===== src/include/bps_map.vh =====
`ifndef BPS_MAP_VH
`define BPS_MAP_VH
// ****************************************************************
// clock and timing
// ****************************************************************
`define BPS_CLK_MHZ        100
`define BPS_RESTART_US     2000
`define BPS_RESTART_CYC    (`BPS_RESTART_US * `BPS_CLK_MHZ)
`define BPS_DELAY_STEP_US  2000
`define BPS_DELAY_STEP_CYC (`BPS_DELAY_STEP_US * `BPS_CLK_MHZ)
`define BPS_WAKE_US        300
`define BPS_WAKE_CYC       (`BPS_WAKE_US * `BPS_CLK_MHZ)
`define BPS_INIT_US        50
`define BPS_INIT_CYC       (`BPS_INIT_US * `BPS_CLK_MHZ)
// ramp step periods per rate code, in cycles
`define BPS_RAMP_CYC0      16'd400
`define BPS_RAMP_CYC1      16'd200
`define BPS_RAMP_CYC2      16'd100
`define BPS_RAMP_CYC3      16'd50
// fault thresholds
`define BPS_PEAK_FAULTS    2'd2
`define BPS_NEG_FAULTS     4'd8
// ****************************************************************
// register offsets
// ****************************************************************
`define BPS_CMD_OFS        4'h0
`define BPS_LIM_OFS        4'h1
`define BPS_TIME_OFS       4'h2
`define BPS_OUTPUT_PROGRAM_REG_OFS       4'h3
`define BPS_FLAG_OFS       4'h4
`define BPS_STAT_OFS       4'h5
// command fields
`define BPS_CMD_ENABLE     0
`define BPS_CMD_SLEEP      1
`define BPS_CMD_DISCH      2
`define BPS_CMD_FPWM       3
`define BPS_CMD_RMODE      4
// limit config fields
`define BPS_LIM_PEAK_LO    0
`define BPS_LIM_AUTO_RESTART_ENABLE      2
// time fields
`define BPS_TIME_DLY_LO    0
`define BPS_TIME_RATE_LO   2
// flag fields
`define BPS_FLAG_SHORT     0
`define BPS_FLAG_THERM     1
// reset values
`define BPS_CMD_RST        5'h00
`define BPS_LIM_RST        3'h1
`define BPS_TIME_RST       4'h0
`define BPS_OUTPUT_PROGRAM_REG_RST       8'h64
// axi responses
`define BPS_RESP_OKAY      2'b00
`define BPS_RESP_SLVERR    2'b10
`endif


===== src/design/bps_sequencer.v =====
// Implementation choices: the placing of the registers and register access over AXI4-Lite.
`timescale 1ns/1ns
`include "bps_map.vh"
module bps_sequencer #(
  parameter RESTART_CYCLES = `BPS_RESTART_CYC,
  parameter DELAY_STEP_CYC = `BPS_DELAY_STEP_CYC,
  parameter WAKE_CYCLES    = `BPS_WAKE_CYC,
  parameter INIT_CYCLES    = `BPS_INIT_CYC
) (
  input  wire        aclk,
  input  wire        aresetn,
  input  wire        supply_above_lockout,
  input  wire        en_pin,
  input  wire        power_supply_ok,
  input  wire [3:0]  peak_cmp,
  input  wire        neg_limit_event,
  input  wire        switch_cycle_tick,
  input  wire        output_valid,
  input  wire        thermal_hot,
  input  wire [3:0]  s_axi_awaddr,
  input  wire        s_axi_awvalid,
  output wire        s_axi_awready,
  input  wire [31:0] s_axi_wdata,
  input  wire [3:0]  s_axi_wstrb,
  input  wire        s_axi_wvalid,
  output wire        s_axi_wready,
  output reg  [1:0]  s_axi_bresp,
  output reg         s_axi_bvalid,
  input  wire        s_axi_bready,
  input  wire [3:0]  s_axi_araddr,
  input  wire        s_axi_arvalid,
  output wire        s_axi_arready,
  output reg  [31:0] s_axi_rdata,
  output reg  [1:0]  s_axi_rresp,
  output reg         s_axi_rvalid,
  input  wire        s_axi_rready,
  output wire        converter_enable,
  output wire        high_side_allow,
  output reg         discharge_on,
  output reg         seq_start,
  output reg  [3:0]  seq_kind,
  output wire [1:0]  mode_state,
  output wire        serial_inactive,
  output wire        pfm_allowed,
  output reg  [7:0]  ramp_level,
  output wire        ramp_active,
  output wire        ramp_forced_pwm,
  output reg         thermal_source
);
  // ****************************************************************
  // reset and state encoding
  // ****************************************************************
  // lockout acts as reset for everything, registers included
  wire rst = ~aresetn | ~supply_above_lockout;

  localparam [6:0] ST_WAKE  = 7'h01;
  localparam [6:0] ST_IDLE  = 7'h02;
  localparam [6:0] ST_DELAY = 7'h04;
  localparam [6:0] ST_INIT  = 7'h08;
  localparam [6:0] ST_RUN   = 7'h10;
  localparam [6:0] ST_HOLD  = 7'h20;
  localparam [6:0] ST_LATCH = 7'h40;

  localparam [3:0] KIND_INITIAL = 4'h1;
  localparam [3:0] KIND_NORMAL  = 4'h2;
  localparam [3:0] KIND_QUICK   = 4'h4;
  localparam [3:0] KIND_FAST    = 4'h8;

  localparam [1:0] MODE_OFF   = 2'd0;
  localparam [1:0] MODE_SLEEP = 2'd1;
  localparam [1:0] MODE_ON    = 2'd2;

  // ****************************************************************
  // registers
  // ****************************************************************
  reg  [4:0]  cmd;
  reg  [2:0]  lim;
  reg  [3:0]  tim;
  reg  [7:0]  output_program_reg;
  reg         short_fault_flag;
  reg         thermal_flag;
  reg  [6:0]  state;
  reg  [31:0] timer;
  reg         en_prev;
  reg         enable_prev;
  reg         initial_startup_seq_pending;
  reg  [1:0]  mode_prev;
  reg  [1:0]  peak_count;
  reg  [3:0]  neg_count;
  reg         neg_seen;
  reg         hs_block;
  reg         output_program_reg_written;
  reg  [15:0] ramp_div;

  wire enable_bit            = cmd[`BPS_CMD_ENABLE];
  wire sleep_hold            = cmd[`BPS_CMD_SLEEP];
  wire output_discharge_enable = cmd[`BPS_CMD_DISCH];
  wire forced_pwm            = cmd[`BPS_CMD_FPWM];
  wire ramp_mode_select      = cmd[`BPS_CMD_RMODE];
  wire [1:0] peak_sel        = lim[`BPS_LIM_PEAK_LO +: 2];
  wire auto_restart_enable   = lim[`BPS_LIM_AUTO_RESTART_ENABLE];
  wire [1:0] delay_sel       = tim[`BPS_TIME_DLY_LO +: 2];
  wire [1:0] ramp_rate_select = tim[`BPS_TIME_RATE_LO +: 2];

  // ****************************************************************
  // mode resolution
  // ****************************************************************
  // pin low picks OFF or SLEEP by sleep-hold, pin high by enable bit
  assign mode_state = ~en_pin ? (sleep_hold ? MODE_SLEEP : MODE_OFF)
                    : (enable_bit ? MODE_ON : MODE_SLEEP);
  wire run_request = en_pin & enable_bit;
  wire en_rise     = en_pin & ~en_prev;
  wire enable_rise = enable_bit & ~enable_prev;
  wire waking      = state[0];

  // ****************************************************************
  // axi4-lite slave
  // ****************************************************************
  reg        aw_held;
  reg        w_held;
  reg [3:0]  aw_addr;
  reg [31:0] w_data;
  reg        w_lane0;
  assign s_axi_awready = ~aw_held & ~s_axi_bvalid;
  assign s_axi_wready  = ~w_held & ~s_axi_bvalid;
  assign s_axi_arready = ~s_axi_rvalid;
  wire [3:0]  wr_addr = aw_held ? aw_addr : s_axi_awaddr;
  wire [31:0] wr_data = w_held ? w_data : s_axi_wdata;
  wire        wr_lane = w_held ? w_lane0 : s_axi_wstrb[0];
  wire have_aw = aw_held | (s_axi_awvalid & s_axi_awready);
  wire have_w  = w_held | (s_axi_wvalid & s_axi_wready);
  wire wr_fire = have_aw & have_w;
  // writes are refused while waking; only the low byte holds fields
  wire wr_ok   = wr_fire & ~waking & wr_lane;
  wire wr_map  = wr_addr <= `BPS_STAT_OFS;
  wire rd_fire = s_axi_arvalid & s_axi_arready;

  // address and data channels captured independently
  always @(posedge aclk) begin
    if (rst) begin
      aw_held      <= 1'b0;
      w_held       <= 1'b0;
      aw_addr      <= 4'h0;
      w_data       <= 32'h0000_0000;
      w_lane0      <= 1'b0;
      s_axi_bvalid <= 1'b0;
      s_axi_bresp  <= `BPS_RESP_OKAY;
    end else begin
      if (wr_fire) begin
        aw_held      <= 1'b0;
        w_held       <= 1'b0;
        s_axi_bvalid <= 1'b1;
        s_axi_bresp  <= (waking | ~wr_map) ? `BPS_RESP_SLVERR
                        : `BPS_RESP_OKAY;
      end else begin
        if (s_axi_awvalid & s_axi_awready) begin
          aw_held <= 1'b1;
          aw_addr <= s_axi_awaddr;
        end
        if (s_axi_wvalid & s_axi_wready) begin
          w_held  <= 1'b1;
          w_data  <= s_axi_wdata;
          w_lane0 <= s_axi_wstrb[0];
        end
        if (s_axi_bvalid & s_axi_bready)
          s_axi_bvalid <= 1'b0;
      end
    end
  end

  // read data mux, refused during wake-up
  reg [31:0] rd_mux;
  always @* begin
    case (s_axi_araddr)
      `BPS_CMD_OFS:  rd_mux = {27'h0, cmd};
      `BPS_LIM_OFS:  rd_mux = {29'h0, lim};
      `BPS_TIME_OFS: rd_mux = {28'h0, tim};
      `BPS_OUTPUT_PROGRAM_REG_OFS: rd_mux = {24'h0, output_program_reg};
      `BPS_FLAG_OFS: rd_mux = {30'h0, thermal_flag, short_fault_flag};
      `BPS_STAT_OFS: rd_mux = {ramp_level, 5'h0, state, seq_kind,
                               6'h0, mode_state};
      default:       rd_mux = 32'h0000_0000;
    endcase
  end

  always @(posedge aclk) begin
    if (rst) begin
      s_axi_rvalid <= 1'b0;
      s_axi_rdata  <= 32'h0000_0000;
      s_axi_rresp  <= `BPS_RESP_OKAY;
    end else if (rd_fire) begin
      s_axi_rvalid <= 1'b1;
      s_axi_rdata  <= waking ? 32'h0000_0000 : rd_mux;
      s_axi_rresp  <= (waking | (s_axi_araddr > `BPS_STAT_OFS))
                      ? `BPS_RESP_SLVERR : `BPS_RESP_OKAY;
    end else if (s_axi_rready) begin
      s_axi_rvalid <= 1'b0;
    end
  end
  assign serial_inactive = waking;

  // ****************************************************************
  // control registers
  // ****************************************************************
  // registers survive faults; only lockout or reset returns defaults
  always @(posedge aclk) begin
    if (rst) begin
      cmd          <= `BPS_CMD_RST;
      lim          <= `BPS_LIM_RST;
      tim          <= `BPS_TIME_RST;
      output_program_reg         <= `BPS_OUTPUT_PROGRAM_REG_RST;
      output_program_reg_written <= 1'b0;
    end else begin
      output_program_reg_written <= 1'b0;
      if (wr_ok) begin
        case (wr_addr)
          `BPS_CMD_OFS:  cmd <= wr_data[4:0];
          `BPS_LIM_OFS:  lim <= wr_data[2:0];
          `BPS_TIME_OFS: tim <= wr_data[3:0];
          `BPS_OUTPUT_PROGRAM_REG_OFS: begin
            output_program_reg         <= wr_data[7:0];
            output_program_reg_written <= wr_data[7:0] != output_program_reg;
          end
          default: ;
        endcase
      end
    end
  end

  // ****************************************************************
  // fault detection
  // ****************************************************************
  wire running   = state[4];
  wire peak_now  = peak_cmp[peak_sel];
  wire peak_evt  = running & peak_now & ~hs_block;
  wire peak_trip = peak_evt & ~output_valid
                   & (peak_count == `BPS_PEAK_FAULTS - 2'd1);
  wire neg_trip  = running & neg_limit_event
                   & (neg_count == `BPS_NEG_FAULTS - 4'd1);
  wire therm_trip = running & thermal_hot;
  wire cur_fault = peak_trip | neg_trip;

  // high-side blocked from a peak until the next switching cycle
  always @(posedge aclk) begin
    if (rst)
      hs_block <= 1'b0;
    else if (switch_cycle_tick)
      hs_block <= 1'b0;
    else if (peak_now)
      hs_block <= 1'b1;
  end
  assign high_side_allow = running & power_supply_ok & ~peak_now
                           & ~hs_block;

  // counters live only inside one run
  always @(posedge aclk) begin
    if (rst | ~running | cur_fault) begin
      peak_count <= 2'd0;
      neg_count  <= 4'd0;
      neg_seen   <= 1'b0;
    end else begin
      if (peak_evt & ~output_valid)
        peak_count <= peak_count + 2'd1;
      if (neg_limit_event) begin
        neg_count <= neg_count + 4'd1;
        neg_seen  <= 1'b1;
      end else if (switch_cycle_tick) begin
        // a clean switching cycle breaks the run of events
        if (~neg_seen)
          neg_count <= 4'd0;
        neg_seen <= 1'b0;
      end
    end
  end

  // sticky flags: hardware set wins over a write-one clear
  wire flag_wr = wr_ok & (wr_addr == `BPS_FLAG_OFS);
  always @(posedge aclk) begin
    if (rst) begin
      short_fault_flag <= 1'b0;
      thermal_flag     <= 1'b0;
      thermal_source   <= 1'b0;
    end else begin
      thermal_source <= running & thermal_hot;
      if (cur_fault)
        short_fault_flag <= 1'b1;
      else if (flag_wr & wr_data[`BPS_FLAG_SHORT])
        short_fault_flag <= 1'b0;
      if (therm_trip)
        thermal_flag <= 1'b1;
      else if (flag_wr & wr_data[`BPS_FLAG_THERM])
        thermal_flag <= 1'b0;
    end
  end

  // ****************************************************************
  // power sequencer
  // ****************************************************************
  wire [31:0] delay_cyc = delay_sel * DELAY_STEP_CYC;
  wire        timer_done = timer == 32'd0;

  always @(posedge aclk) begin
    if (rst) begin
      state        <= ST_WAKE;
      timer        <= WAKE_CYCLES - 1;
      en_prev      <= 1'b0;
      enable_prev  <= 1'b0;
      initial_startup_seq_pending <= 1'b0;
      mode_prev    <= MODE_OFF;
      seq_start    <= 1'b0;
      seq_kind     <= 4'h0;
    end else begin
      en_prev     <= en_pin;
      enable_prev <= enable_bit;
      mode_prev   <= mode_state;
      seq_start   <= 1'b0;
      if (~timer_done)
        timer <= timer - 32'd1;
      case (state)
        ST_WAKE: begin
          // interval runs to the end whatever the pin does
          if (en_rise)
            initial_startup_seq_pending <= 1'b1;
          if (timer_done)
            state <= ST_IDLE;
        end
        ST_IDLE: begin
          if (run_request & power_supply_ok & ~thermal_hot) begin
            if (initial_startup_seq_pending | (en_rise & mode_prev == MODE_OFF)) begin
              seq_kind <= initial_startup_seq_pending ? KIND_INITIAL
                          : KIND_NORMAL;
              timer    <= delay_cyc;
              state    <= ST_DELAY;
            end else if (en_rise) begin
              seq_kind <= KIND_QUICK;
              timer    <= delay_cyc;
              state    <= ST_DELAY;
            end else begin
              seq_kind <= KIND_FAST;
              timer    <= INIT_CYCLES - 1;
              state    <= ST_INIT;
            end
            initial_startup_seq_pending <= 1'b0;
          end else if (~en_pin) begin
            initial_startup_seq_pending <= 1'b0;
          end
        end
        ST_DELAY: begin
          if (~run_request)
            state <= ST_IDLE;
          else if (timer_done) begin
            timer <= INIT_CYCLES - 1;
            state <= ST_INIT;
          end
        end
        ST_INIT: begin
          if (~run_request)
            state <= ST_IDLE;
          else if (timer_done) begin
            seq_start <= 1'b1;
            state     <= ST_RUN;
          end
        end
        ST_RUN: begin
          if (~run_request)
            state <= ST_IDLE;
          else if (~power_supply_ok) begin
            // back through a fast start once the supply recovers
            seq_kind <= KIND_FAST;
            state    <= ST_IDLE;
          end else if (cur_fault | therm_trip) begin
            timer <= RESTART_CYCLES - 1;
            state <= auto_restart_enable ? ST_HOLD
                     : ST_LATCH;
          end
        end
        ST_HOLD: begin
          // thermal recovery also waits for the die to cool
          if (timer_done & ~thermal_hot) begin
            seq_kind <= KIND_FAST;
            timer    <= INIT_CYCLES - 1;
            state    <= ST_INIT;
          end
        end
        ST_LATCH: begin
          // a low pin returns to idle; the next rise restarts
          if (~en_pin)
            state <= ST_IDLE;
        end
        default: state <= ST_IDLE;
      endcase
    end
  end

  assign converter_enable = running & power_supply_ok;

  // discharge path, forced through wake-up
  always @(posedge aclk) begin
    if (rst)
      discharge_on <= 1'b1;
    else
      discharge_on <= waking | (~running & output_discharge_enable);
  end

  // ****************************************************************
  // voltage ramp
  // ****************************************************************
  reg [15:0] ramp_period;
  always @* begin
    case (ramp_rate_select)
      2'd0:    ramp_period = `BPS_RAMP_CYC0;
      2'd1:    ramp_period = `BPS_RAMP_CYC1;
      2'd2:    ramp_period = `BPS_RAMP_CYC2;
      default: ramp_period = `BPS_RAMP_CYC3;
    endcase
  end
  wire ramp_up   = ramp_level < output_program_reg;
  wire ramp_tick = ramp_div == 16'd0;
  assign ramp_active = ramp_level != output_program_reg;

  // one level step per period; down steps never outrun the rate
  always @(posedge aclk) begin
    if (rst) begin
      ramp_level <= `BPS_OUTPUT_PROGRAM_REG_RST;
      ramp_div   <= 16'd0;
    end else if (output_program_reg_written | ~ramp_active) begin
      ramp_div <= ramp_period - 16'd1;
    end else if (ramp_tick) begin
      ramp_div   <= ramp_period - 16'd1;
      ramp_level <= ramp_up ? ramp_level + 8'd1
                    : ramp_level - 8'd1;
    end else begin
      ramp_div <= ramp_div - 16'd1;
    end
  end
  assign ramp_forced_pwm = ramp_active & (ramp_mode_select | ramp_up);
  assign pfm_allowed     = ~forced_pwm & ~ramp_forced_pwm;
endmodule


===== config.mk =====
export PLATFORM = sky130hd
export DESIGN_NAME = bps_sequencer
export DESIGN_NICKNAME = d
export VERILOG_FILES = /design/src/design/bps_sequencer.v
export VERILOG_INCLUDE_DIRS = /design/src /design/src/include
export SDC_FILE = /design/constraint.sdc
export NUM_CORES = 1
export LEC_CHECK = 0
export ABC_CLOCK_PERIOD_IN_PS = 4100
export BUFFER_PORTS_ARGS = -buffer_cell sky130_fd_sc_hd__buf_2
export CAP_MARGIN = 40
export CORE_ASPECT_RATIO = 1.2
export CORE_MARGIN = 2
export CORE_UTILIZATION = 45
export DETAILED_ROUTE_END_ITERATION = 10
export PLACE_DENSITY = 0.65
export SLEW_MARGIN = 40
export SYNTH_ARGS = -nofsm -noshare
export SYNTH_HDL_FRONTEND = slang
export SYNTH_SLANG_ARGS = --single-unit

===== constraint.sdc =====
create_clock -name aclk -period 4.1 [get_ports aclk]
set_input_delay 0.82 -clock aclk [delete_from_list [all_inputs] [get_ports aclk]]
set_output_delay 0.82 -clock aclk [all_outputs]
set_load 0.02 [all_outputs]

# Word level (Yosys, flattened, before mapping)
# Index checks and enable logic that the tools add are counted.
# word_totals
regBits,158
inputBits,62
output_inout_bits,64
wordCells,241
# classes
addsub,7
mul,1
n_lt_le_gt_ge,4
n_eq_ne,34
mux,68
bitwise_logic,67
reduce_logical,28
# op_table
op,n
$mux W32,9
$pmux W32 S6,1
$pmux W32 S4,1
$mux W7,12
$pmux W7 S7,1
$mux W4,12
$mux W20,2
$logic_not A32 Y1,1
$mux W16,2
$sub A16 B1 Y16 const B,2
$sub A32 B1 Y32 const B,1
$and A1 B1 Y1,31
$pmux W9 S3,1
$not A1 Y1,23
$mux W1,17
$eq A4 B2 Y1 const B,4
$eq A4 B3 Y1 const B,4
$logic_not A16 Y1,1
$mux W8,2
$ne A2 B2 Y1 const B,8
$ne A8 B8 Y1,2
$reduce_and A2 Y1,8
$mul A2 B12 Y14 const B,1
$or A1 B1 Y1,13
33 further kinds,50

# Depth between registers and ports, before layout
# Gate-level depths: netlist of the first run.
# logic_depth
word_depth,12
depth_mapped,15
ltp_nobuf,15

# Worst setup path after synthesis of the first run
# No wires, ideal clock.
# synth_timing
path_kind,reg-to-reg
start,reg ramp_level[1]
end,reg ramp_level[7]
setup_ps,70
arrival_ps,3128
t_required_ps,4030
setup_slack_ps,901
stages_incl_launch_ff,14
n_path_buf,0
synth_period_minus_slack_ps,3199
cell_sequence,dfxtp_1 > ha_1 > nor2b_1 > o211ai_1 > a21oi_1 > a211oi_1 > inv_1 > ha_1 > a21oi_1 > o211ai_1 > o41ai_1 > xnor2_1 > or3_1 > a21oi_1
# synth_between
elab_chain_len,5
word_cells_on_any_way,9
cone_classes,add/sub (2); order compare (1); eq/ne (1); mux (1); bitwise (3); reduce/logical (1)
# synth_lines
element,line,rtl
from (decl),bps_sequencer.v:45,"output reg [7:0] ramp_level,"
from (signal assigned),bps_sequencer.v:424,ramp_level <= `BPS_OUTPUT_PROGRAM_REG_RST;
from (signal assigned),bps_sequencer.v:430,ramp_level <= ramp_up ? ramp_level + 8'd1
"parallel branches: the longest is 5 deep, another holds $sub A8 B1 Y8",-,
# Several ways; the timed one is not identified.
# A chain may end at the register's enable or synchronous reset.

# Final worst setup path of the first run
# Same ends and word-level chain as after synthesis.

==> results by group, run 1 <==
Cells and area
  – Layout Nets: 1091
  – P&R area growth vs syn: 14.88%
  – Max reg flops: 32
  – # diodes: 0
  – Layout cells sized above 1: 0.1512
  – Top reg by flops: timer
  – Final Util: 0.5275
  – Biggest regs: timer x32, s_axi_rdata x26, ramp_div x16

STA
  – Setup violators final: 0
  – Final clock period utilization by the worst path: 0.8425
  – Top achievable clock speed: 289.5 MHz
  – Worst slew margin: 0.4785
  – Slew at the pin closest to its max-slew limit: 0.7741 ns
  – Skew final: 0.008424 ns
  – Unrepaired setup endpoints after global routing: false
  – Final hold viol count: 0
  – Count of pins over their slew limit: 0
  – Setup TNS: 0 ns
  – Min Tclk post-route: 3.454 ns

Power
  – Peak VDD IR: 0.3242 mV
  – Clk pwr share: 0.482
  – Comb pwr share: 0.056
  – Internal: 2.434 mW
  – Power per Cell Area: 359.8 mW/mm2
  – Psw: 0.7769 mW
  – Reg power frac: 0.462
  – Sw Share: 0.2420
  – Leakage: 3.599 nW

CTS
  – Worst skew pair latency: 0.43 ns
  – Maximum clock path buffer count: 2
  – Setup repair bufs after CTS: 0
  – Root Buffer: clkbuf_16
  – CTS tree: done
  – H-tree depth: 4
  – Num CTS Buffers: 17
  – Hold-fix buffers at CTS: 0
  – Post-CTS sizing: 0
  – Worst-path clk slew: 0.06 ns
  – Clock sinks: 150

Yosys
  – Adder-Cell Fraction of Synth Area: 0.04929
  – Post-synth top cells: dfxtp_1 (150), nor2_1 (150), nand2_1 (59)
  – Post-synth EDFFs: 0
  – Area contributors post-synth: dfxtp_1 (39%), nor2_1 (7.2%), ha_1 (4.7%)
  – Complex-gate fraction of the synthesized area: 0.1455
  – Seq/Total Area, Yosys: 0.3866
  – Yosys cell types: 67
  – Yosys warns: 0
  – Largest family of logic cells by synthesized area: simple AND/OR/NAND/NOR gates
  – Synthesized area: 0.007767 mm2
  – Async SR Flop Fraction: 0
  – Xor-xnor portion of the synthesized cell area: 0.06314
  – Main synth FF type: dfxtp_1
  – Post-synth top area cell: dfxtp_1
  – Mux cell area share after synthesis: 0.05863
  – Syn_area_per_cell: 8.370 um2
  – Share of the synthesized area in the top cell type: 0.3866
  – Post-Syn Instances: 928
  – #FFs+latches synth: 150
  – Simple logic cell fraction of the synthesized area: 0.2489

Setup path
  – FF-to-FF Start: ramp_level[1]
  – CP arrival: 3.82 ns
  – Crit-path max FO: 7
  – Type of origin of the critical path: flop
  – FF-to-FF setup slack: 0.65 ns
  – Register-to-Register Path Depth: 13
  – Critical path data required time: 4.46 ns
  – Crit end category: flop
  – CP Class: flop to flop
  – Worst r2r dst: ramp_level[7]

GRT
  – First-pass GRT wire length: 32250 um
  – Congestion Overflow GR: 0
  – Initial antenna violation count: 0
  – Largest net degree at the start of global routing: 63
  – Gr usage total: 0.2230
  – Vias in the first global route: 6521

Min path
  – Hold depth: 2
  – Hold worst-path end: s_axi_rdata[1]
  – HP Start: s_axi_rdata[1]
  – Min-Delay Path Class: flop to flop

Floorplanning
  – Die ar.: 0.01833 mm2
  – Initial Util: 0.4592
  – Rows: 52
  – Die X: 123.9 um
  – Chip Height: 147.9 um
  – Core footprint: 0.01692 mm2
  – I/O pins: 126

Status
  – Status: finished, final reports clean

Detailed routing
  – Detailed Route WL: 19560 um
  – Drc violations: 0
  – DR WL/cell: 15.93 um
  – Vias: 6835
  – DR iter-0 viols: 401
  – First drt pass iteration count: 5
  – Final ANT Viol Nets: 0
  – Via/cell ratio: 5.566

Placed design
  – IO buf count: 90
  – Gp weighted congestion: 0.8607
  – DP Wirelength: 13960 um

Run
  – Max_cap viols: 0
-- metal layers --
layer | track usage | vias up | share of wire
li1 | - | 3429 | -
met1 | 0.2669 | 3211 | 0.43
met2 | 0.3898 | 163 | 0.50
met3 | 0.05324 | 32 | 0.048
met4 | 0.07022 | 0 | 0.017
met5 | 0 | - | 0
-- final cells by class --
cell class,count,area (um2)
Inverter,37,138.9
Sequential cell,150,3003
Clock buffer,18,429.2
Fill cell,1642,7993
Clock inverter,14,155.1
Timing Repair Buffer,96,495.5
Tap cell,216,270.3
Multi-Input combinational cell,697,4432
-- worst max-delay path by stage --
stage,from,to,slack [ns],cells past startpoint
CTS,ramp_level[1],ramp_level[7],0.63,13
floorplan,ramp_level[1],ramp_level[7],0.90,13
global route,ramp_level[1],ramp_level[7],0.12,13
finish,ramp_level[1],ramp_level[7],0.65,13
global placement,ramp_level[1],ramp_level[7],0.70,13
detailed placement,ramp_level[1],ramp_level[7],0.63,13
-- power by group through the flow --
stage / logic (mW) / clock network (mW) / registers, mW
detailed placement: 0.181 / 0 / 1.51
finish: 0.181 / 1.55 / 1.48
global placement: 0.181 / 0 / 1.51
global route: 0.200 / 1.65 / 1.48
floorplan: 0.132 / 0 / 1.51
CTS: 0.182 / 1.58 / 1.48
-- cell families (layout without fill, tap and decap cells) --
family	after synthesis	in the layout
simple gates	384	384
xor+xnor	56	56
buf+inv	88	165
mux	42	42
fa+ha+maj	30	30
compound gates	177	177
other cells	1	8
flops	150	150
-- per-stage QoR --
| step | cell area, um2 | setup slack, ns | instances | power [mW] | hold slack, ns |
|---|---|---|---|---|---|
| after floorplan | 7794 | 0.9012 | 935 | 1.643 | 0.4421 |
| after global placement | 8337 | 0.7015 | 1196 | 1.695 | 0.4422 |
| after detailed placement | 8337 | 0.6287 | 1196 | 1.695 | 0.4605 |
| after CTS | 8921 | 0.6260 | 1228 | 3.242 | 0.4763 |
| after global routing | 8924 | 0.1234 | 1228 | 3.329 | 0.5100 |
| final | 8924 | 0.6456 | 1228 | 3.211 | 0.4740 |
-- cells in the final DEF, fill, tap and decap left out, types with 3 or more instances in the layout --
cell | synthesis | final
dfxtp_1 | 150 | 150
nand4_1 | 16 | 16
inv_1 | 37 | 37
a22oi_1 | 28 | 28
and3_1 | 8 | 8
nor3_1 | 28 | 28
mux2_2 | 8 | 8
o211ai_1 | 9 | 9
nor2_1 | 150 | 149
a31oi_1 | 3 | 3
o22ai_1 | 4 | 4
a21oi_1 | 46 | 46
clkbuf_16 | 0 | 17
xnor2_1 | 37 | 37
nand2_1 | 59 | 58
buf_2 | 1 | 90
or2_2 | 3 | 3
ha_1 | 29 | 29
nand2b_1 | 12 | 12
xor2_1 | 19 | 19
a22o_1 | 3 | 3
o31ai_1 | 3 | 3
mux2i_1 | 32 | 32
nor4_1 | 20 | 20
clkinvlp_4 | 0 | 5
or4_1 | 8 | 8
nor2b_1 | 10 | 10
o21ai_0 | 41 | 41
clkinv_4 | 0 | 5
conb_1 | 1 | 8
or3_1 | 9 | 9
nor3b_1 | 6 | 6
nor4b_1 | 4 | 4
buf_4 | 10 | 6
a211oi_1 | 17 | 17
nor4_2 | 3 | 3
nand3_1 | 26 | 26
nand4b_1 | 5 | 5
nand3b_1 | 6 | 6
-- critical path, cell delays in order (launching register included) --
cell	delay (ns)
dfxtp_1	0.47
ha_1	0.29
nor2b_1	0.13
o211ai_1	0.14
a21oi_1	0.09
a211oi_1	0.40
inv_1	0.27
ha_1	0.34
a21oi_1	0.20
o211ai_1	0.17
o41ai_1	0.34
xnor2_1	0.11
or3_1	0.31
a21oi_1	0.13
No activity file was read; power rests on OpenSTA's default activity.
==> run 2: changes to the inputs <==
Settings changed: ABC_CLOCK_PERIOD_IN_PS 4100 to 3300.
Clock period 4.1 ns to 3.3 ns, I/O delays scaled along.
==> results by group, run 2 (synthesis gave the netlist of run 1 again) <==
Status
  – Status: finished, final reports clean

CTS
  – Setup repair bufs after CTS: 0 (unchanged)
  – Clock sinks: 150 (unchanged)
  – Root Buffer: clkbuf_16
  – Worst-path clk slew: 0.06 ns (about the same)
  – Maximum clock path buffer count: 2 (unchanged)
  – H-tree depth: 4 (unchanged)
  – Num CTS Buffers: 17 (unchanged)
  – CTS tree: done
  – Worst skew pair latency: 0.43 ns (about the same)

Placed design
  – Inst Count DP: 1209 (+1.1%)
  – Gp weighted congestion: 0.9035 (+5.0%)
  – IO buf count: 90 (unchanged)
  – DP Wirelength: 14290 um (+2.4%)

Cells and area
  – Max reg flops: 32 (unchanged)
  – Biggest regs: timer x32, s_axi_rdata x26, ramp_div x16
  – Layout cells sized above 1: 0.1639 (+0.01272)
  – Final Util: 0.5365 (+0.008949)
  – P&R area growth vs syn: 16.83%
  – Top reg by flops: timer
  – Layout Nets: 1104 (+1.2%)
  – Most frequent cells in the layout: nor2_1 (150), dfxtp_1 (150), buf_2 (90)
  – Final Non-Filler Cells: 1241 (+1.1%)
  – # diodes: 0 (unchanged)

STA
  – Setup TNS: 0 ns (unchanged)
  – Min Tclk post-route: 2.982 ns (-0.4726 ns)
  – Setup violators final: 0 (unchanged)
  – Slew at the pin closest to its max-slew limit: 0.7604 ns (-0.01371 ns)
  – Hold_ws: 0.4325 ns (-0.04142 ns)
  – Skew final: 0.007215 ns (-0.001209 ns)
  – Top achievable clock speed: 335.4 MHz (+16%)
  – Final clock period utilization by the worst path: 0.9036 (+0.06105)
  – Count of pins over their slew limit: 0 (unchanged)
  – Worst slew margin: 0.4877 (+0.009237)
  – Unrepaired setup endpoints after global routing: false
  – Final hold viol count: 0 (unchanged)

GRT
  – Gr usage total: 0.2217 (-0.001234)
  – Initial antenna violation count: 0 (unchanged)
  – First-pass GRT wire length: 32220 um (about the same)
  – Vias in the first global route: 6575 (+0.83%)
  – Largest net degree at the start of global routing: 36 (-43%)
  – Congestion Overflow GR: 0 (unchanged)

Setup path
  – Crit-path slowest cell: dfxtp_1
  – CP Cell Sequence: inv_1 > ha_1 > nor2b_1 > o211ai_1 > a21oi_1 > a211oi_2 > inv_2 > ha_1 > a21oi_1 > o211ai_1 > o41ai_2 > xnor2_1 > or3_1 > a21oi_1
  – Most frequent CP cell: a21oi_1
  – CP arrival: 3.34 ns (-0.48 ns)
  – CP Class: flop to flop
  – Type of origin of the critical path: flop
  – Crit path largest cell delay: 0.30 ns (-0.17 ns)
  – Critical path data required time: 3.66 ns (-0.80 ns)
  – Crit-path max FO: 7 (unchanged)
  – Register-to-Register Path Depth: 14 (+1)
  – Crit end category: flop

Power
  – Comb pwr share: 0.055 (about the same)
  – Leakage: 3.697 nW (+2.7%)
  – Sw Share: 0.2324 (-0.009587)
  – Psw: 0.9628 mW (+24%)
  – Clk pwr share: 0.501 (+0.019)
  – Power per Cell Area: 456.6 mW/mm2 (+27%)
  – Peak VDD IR: 0.3516 mV (+8.5%)
  – Internal: 3.181 mW (+31%)
  – Reg power frac: 0.444 (-0.018)

Floorplanning
  – I/O pins: 126 (unchanged)
  – Rows: 52 (unchanged)
  – Die X: 123.9 um (unchanged)
  – Die ar.: 0.01833 mm2 (unchanged)
  – Core footprint: 0.01692 mm2 (unchanged)
  – Chip Height: 147.9 um (unchanged)
  – Initial Util: 0.4592 (unchanged)

Detailed routing
  – Via/cell ratio: 5.478 (-1.6%)
  – Vias: 6798 (-0.54%)
  – DR WL/cell: 15.83 um (-0.60%)
  – Drc violations: 0 (unchanged)
  – DR iter-0 viols: 518 (+29%)
  – Final ANT Viol Nets: 0 (unchanged)
  – Detailed Route WL: 19650 um (+0.46%)
  – First drt pass iteration count: 6 (+1)

Min path
  – Hold depth: 2 (unchanged)
  – Min-Delay Path Class: input port to flop

Run
  – Max_cap viols: 0 (unchanged)
[run 2: metal layers]
| metal | wire length (um) | global-route usage |
|---|---|---|
| met5 | 0 | 0 |
| met2 | 9936 | 0.3835 |
| met1 | 8398 | 0.2653 |
| met4 | 442 | 0.07921 |
| met3 | 871 | 0.05285 |
[run 2: path summary, 6_finish.rpt]
check | startpoint | endpoint | slack, ns
worst min-delay path | switch_cycle_tick | hs_block | 0.43
worst max-delay path | output_program_reg[1] | ramp_level[7] | 0.32
worst min register to register | s_axi_rdata[1] | s_axi_rdata[1] | 0.47
worst max register to register | output_program_reg[1] | ramp_level[7] | 0.32
[run 2: final cells by class]
class / instances / area, um2
multi-input cells: 697 / 4442
flip-flops and latches: 150 / 3003
fillers: 1635 / 7841
repair buffers: 109 / 593.1
well taps: 216 / 270.3
clock inverters: 14 / 198.9
clock buffers: 18 / 429.2
inverters: 37 / 138.9
[run 2: stage by stage]
step / cell area (um2) / worst slack (ns) / total power [mW]
floorplan: 7794 / 0.1012 / 2.041
global placement: 8434 / 0.1764 / 2.109
detailed placement: 8434 / 0.1418 / 2.110
CTS: 9062 / 0.1005 / 4.178
global route: 9075 / 0.09136 / 4.275
finish: 9075 / 0.3181 / 4.143
[run 2: power groups by stage]
stage	clock [mW]	combinational (mW)	sequential (mW)
CTS	2.11	0.231	1.84
global placement	0	0.229	1.88
detailed placement	0	0.230	1.88
floorplan	0	0.164	1.88
finish	2.07	0.230	1.84
global route	2.18	0.254	1.84
[run 2: worst max-delay path: cells and delay by family, from the launching register on]
kind / cells / cell delay, ns
flip-flops: 1 / 0.30
buffers and inverters: 2 / 0.26
XOR/XNOR: 1 / 0.11
AND/OR/NAND/NOR: 2 / 0.43
AO/OA/AOI/OAI: 7 / 1.25
adder cells (fa/ha/maj): 2 / 0.55
[run 2: what timing repair did]
action	in CTS	in global routing
gates resized for setup	0	3
setup endpoints to repair	0	2
hold buffers	0	0
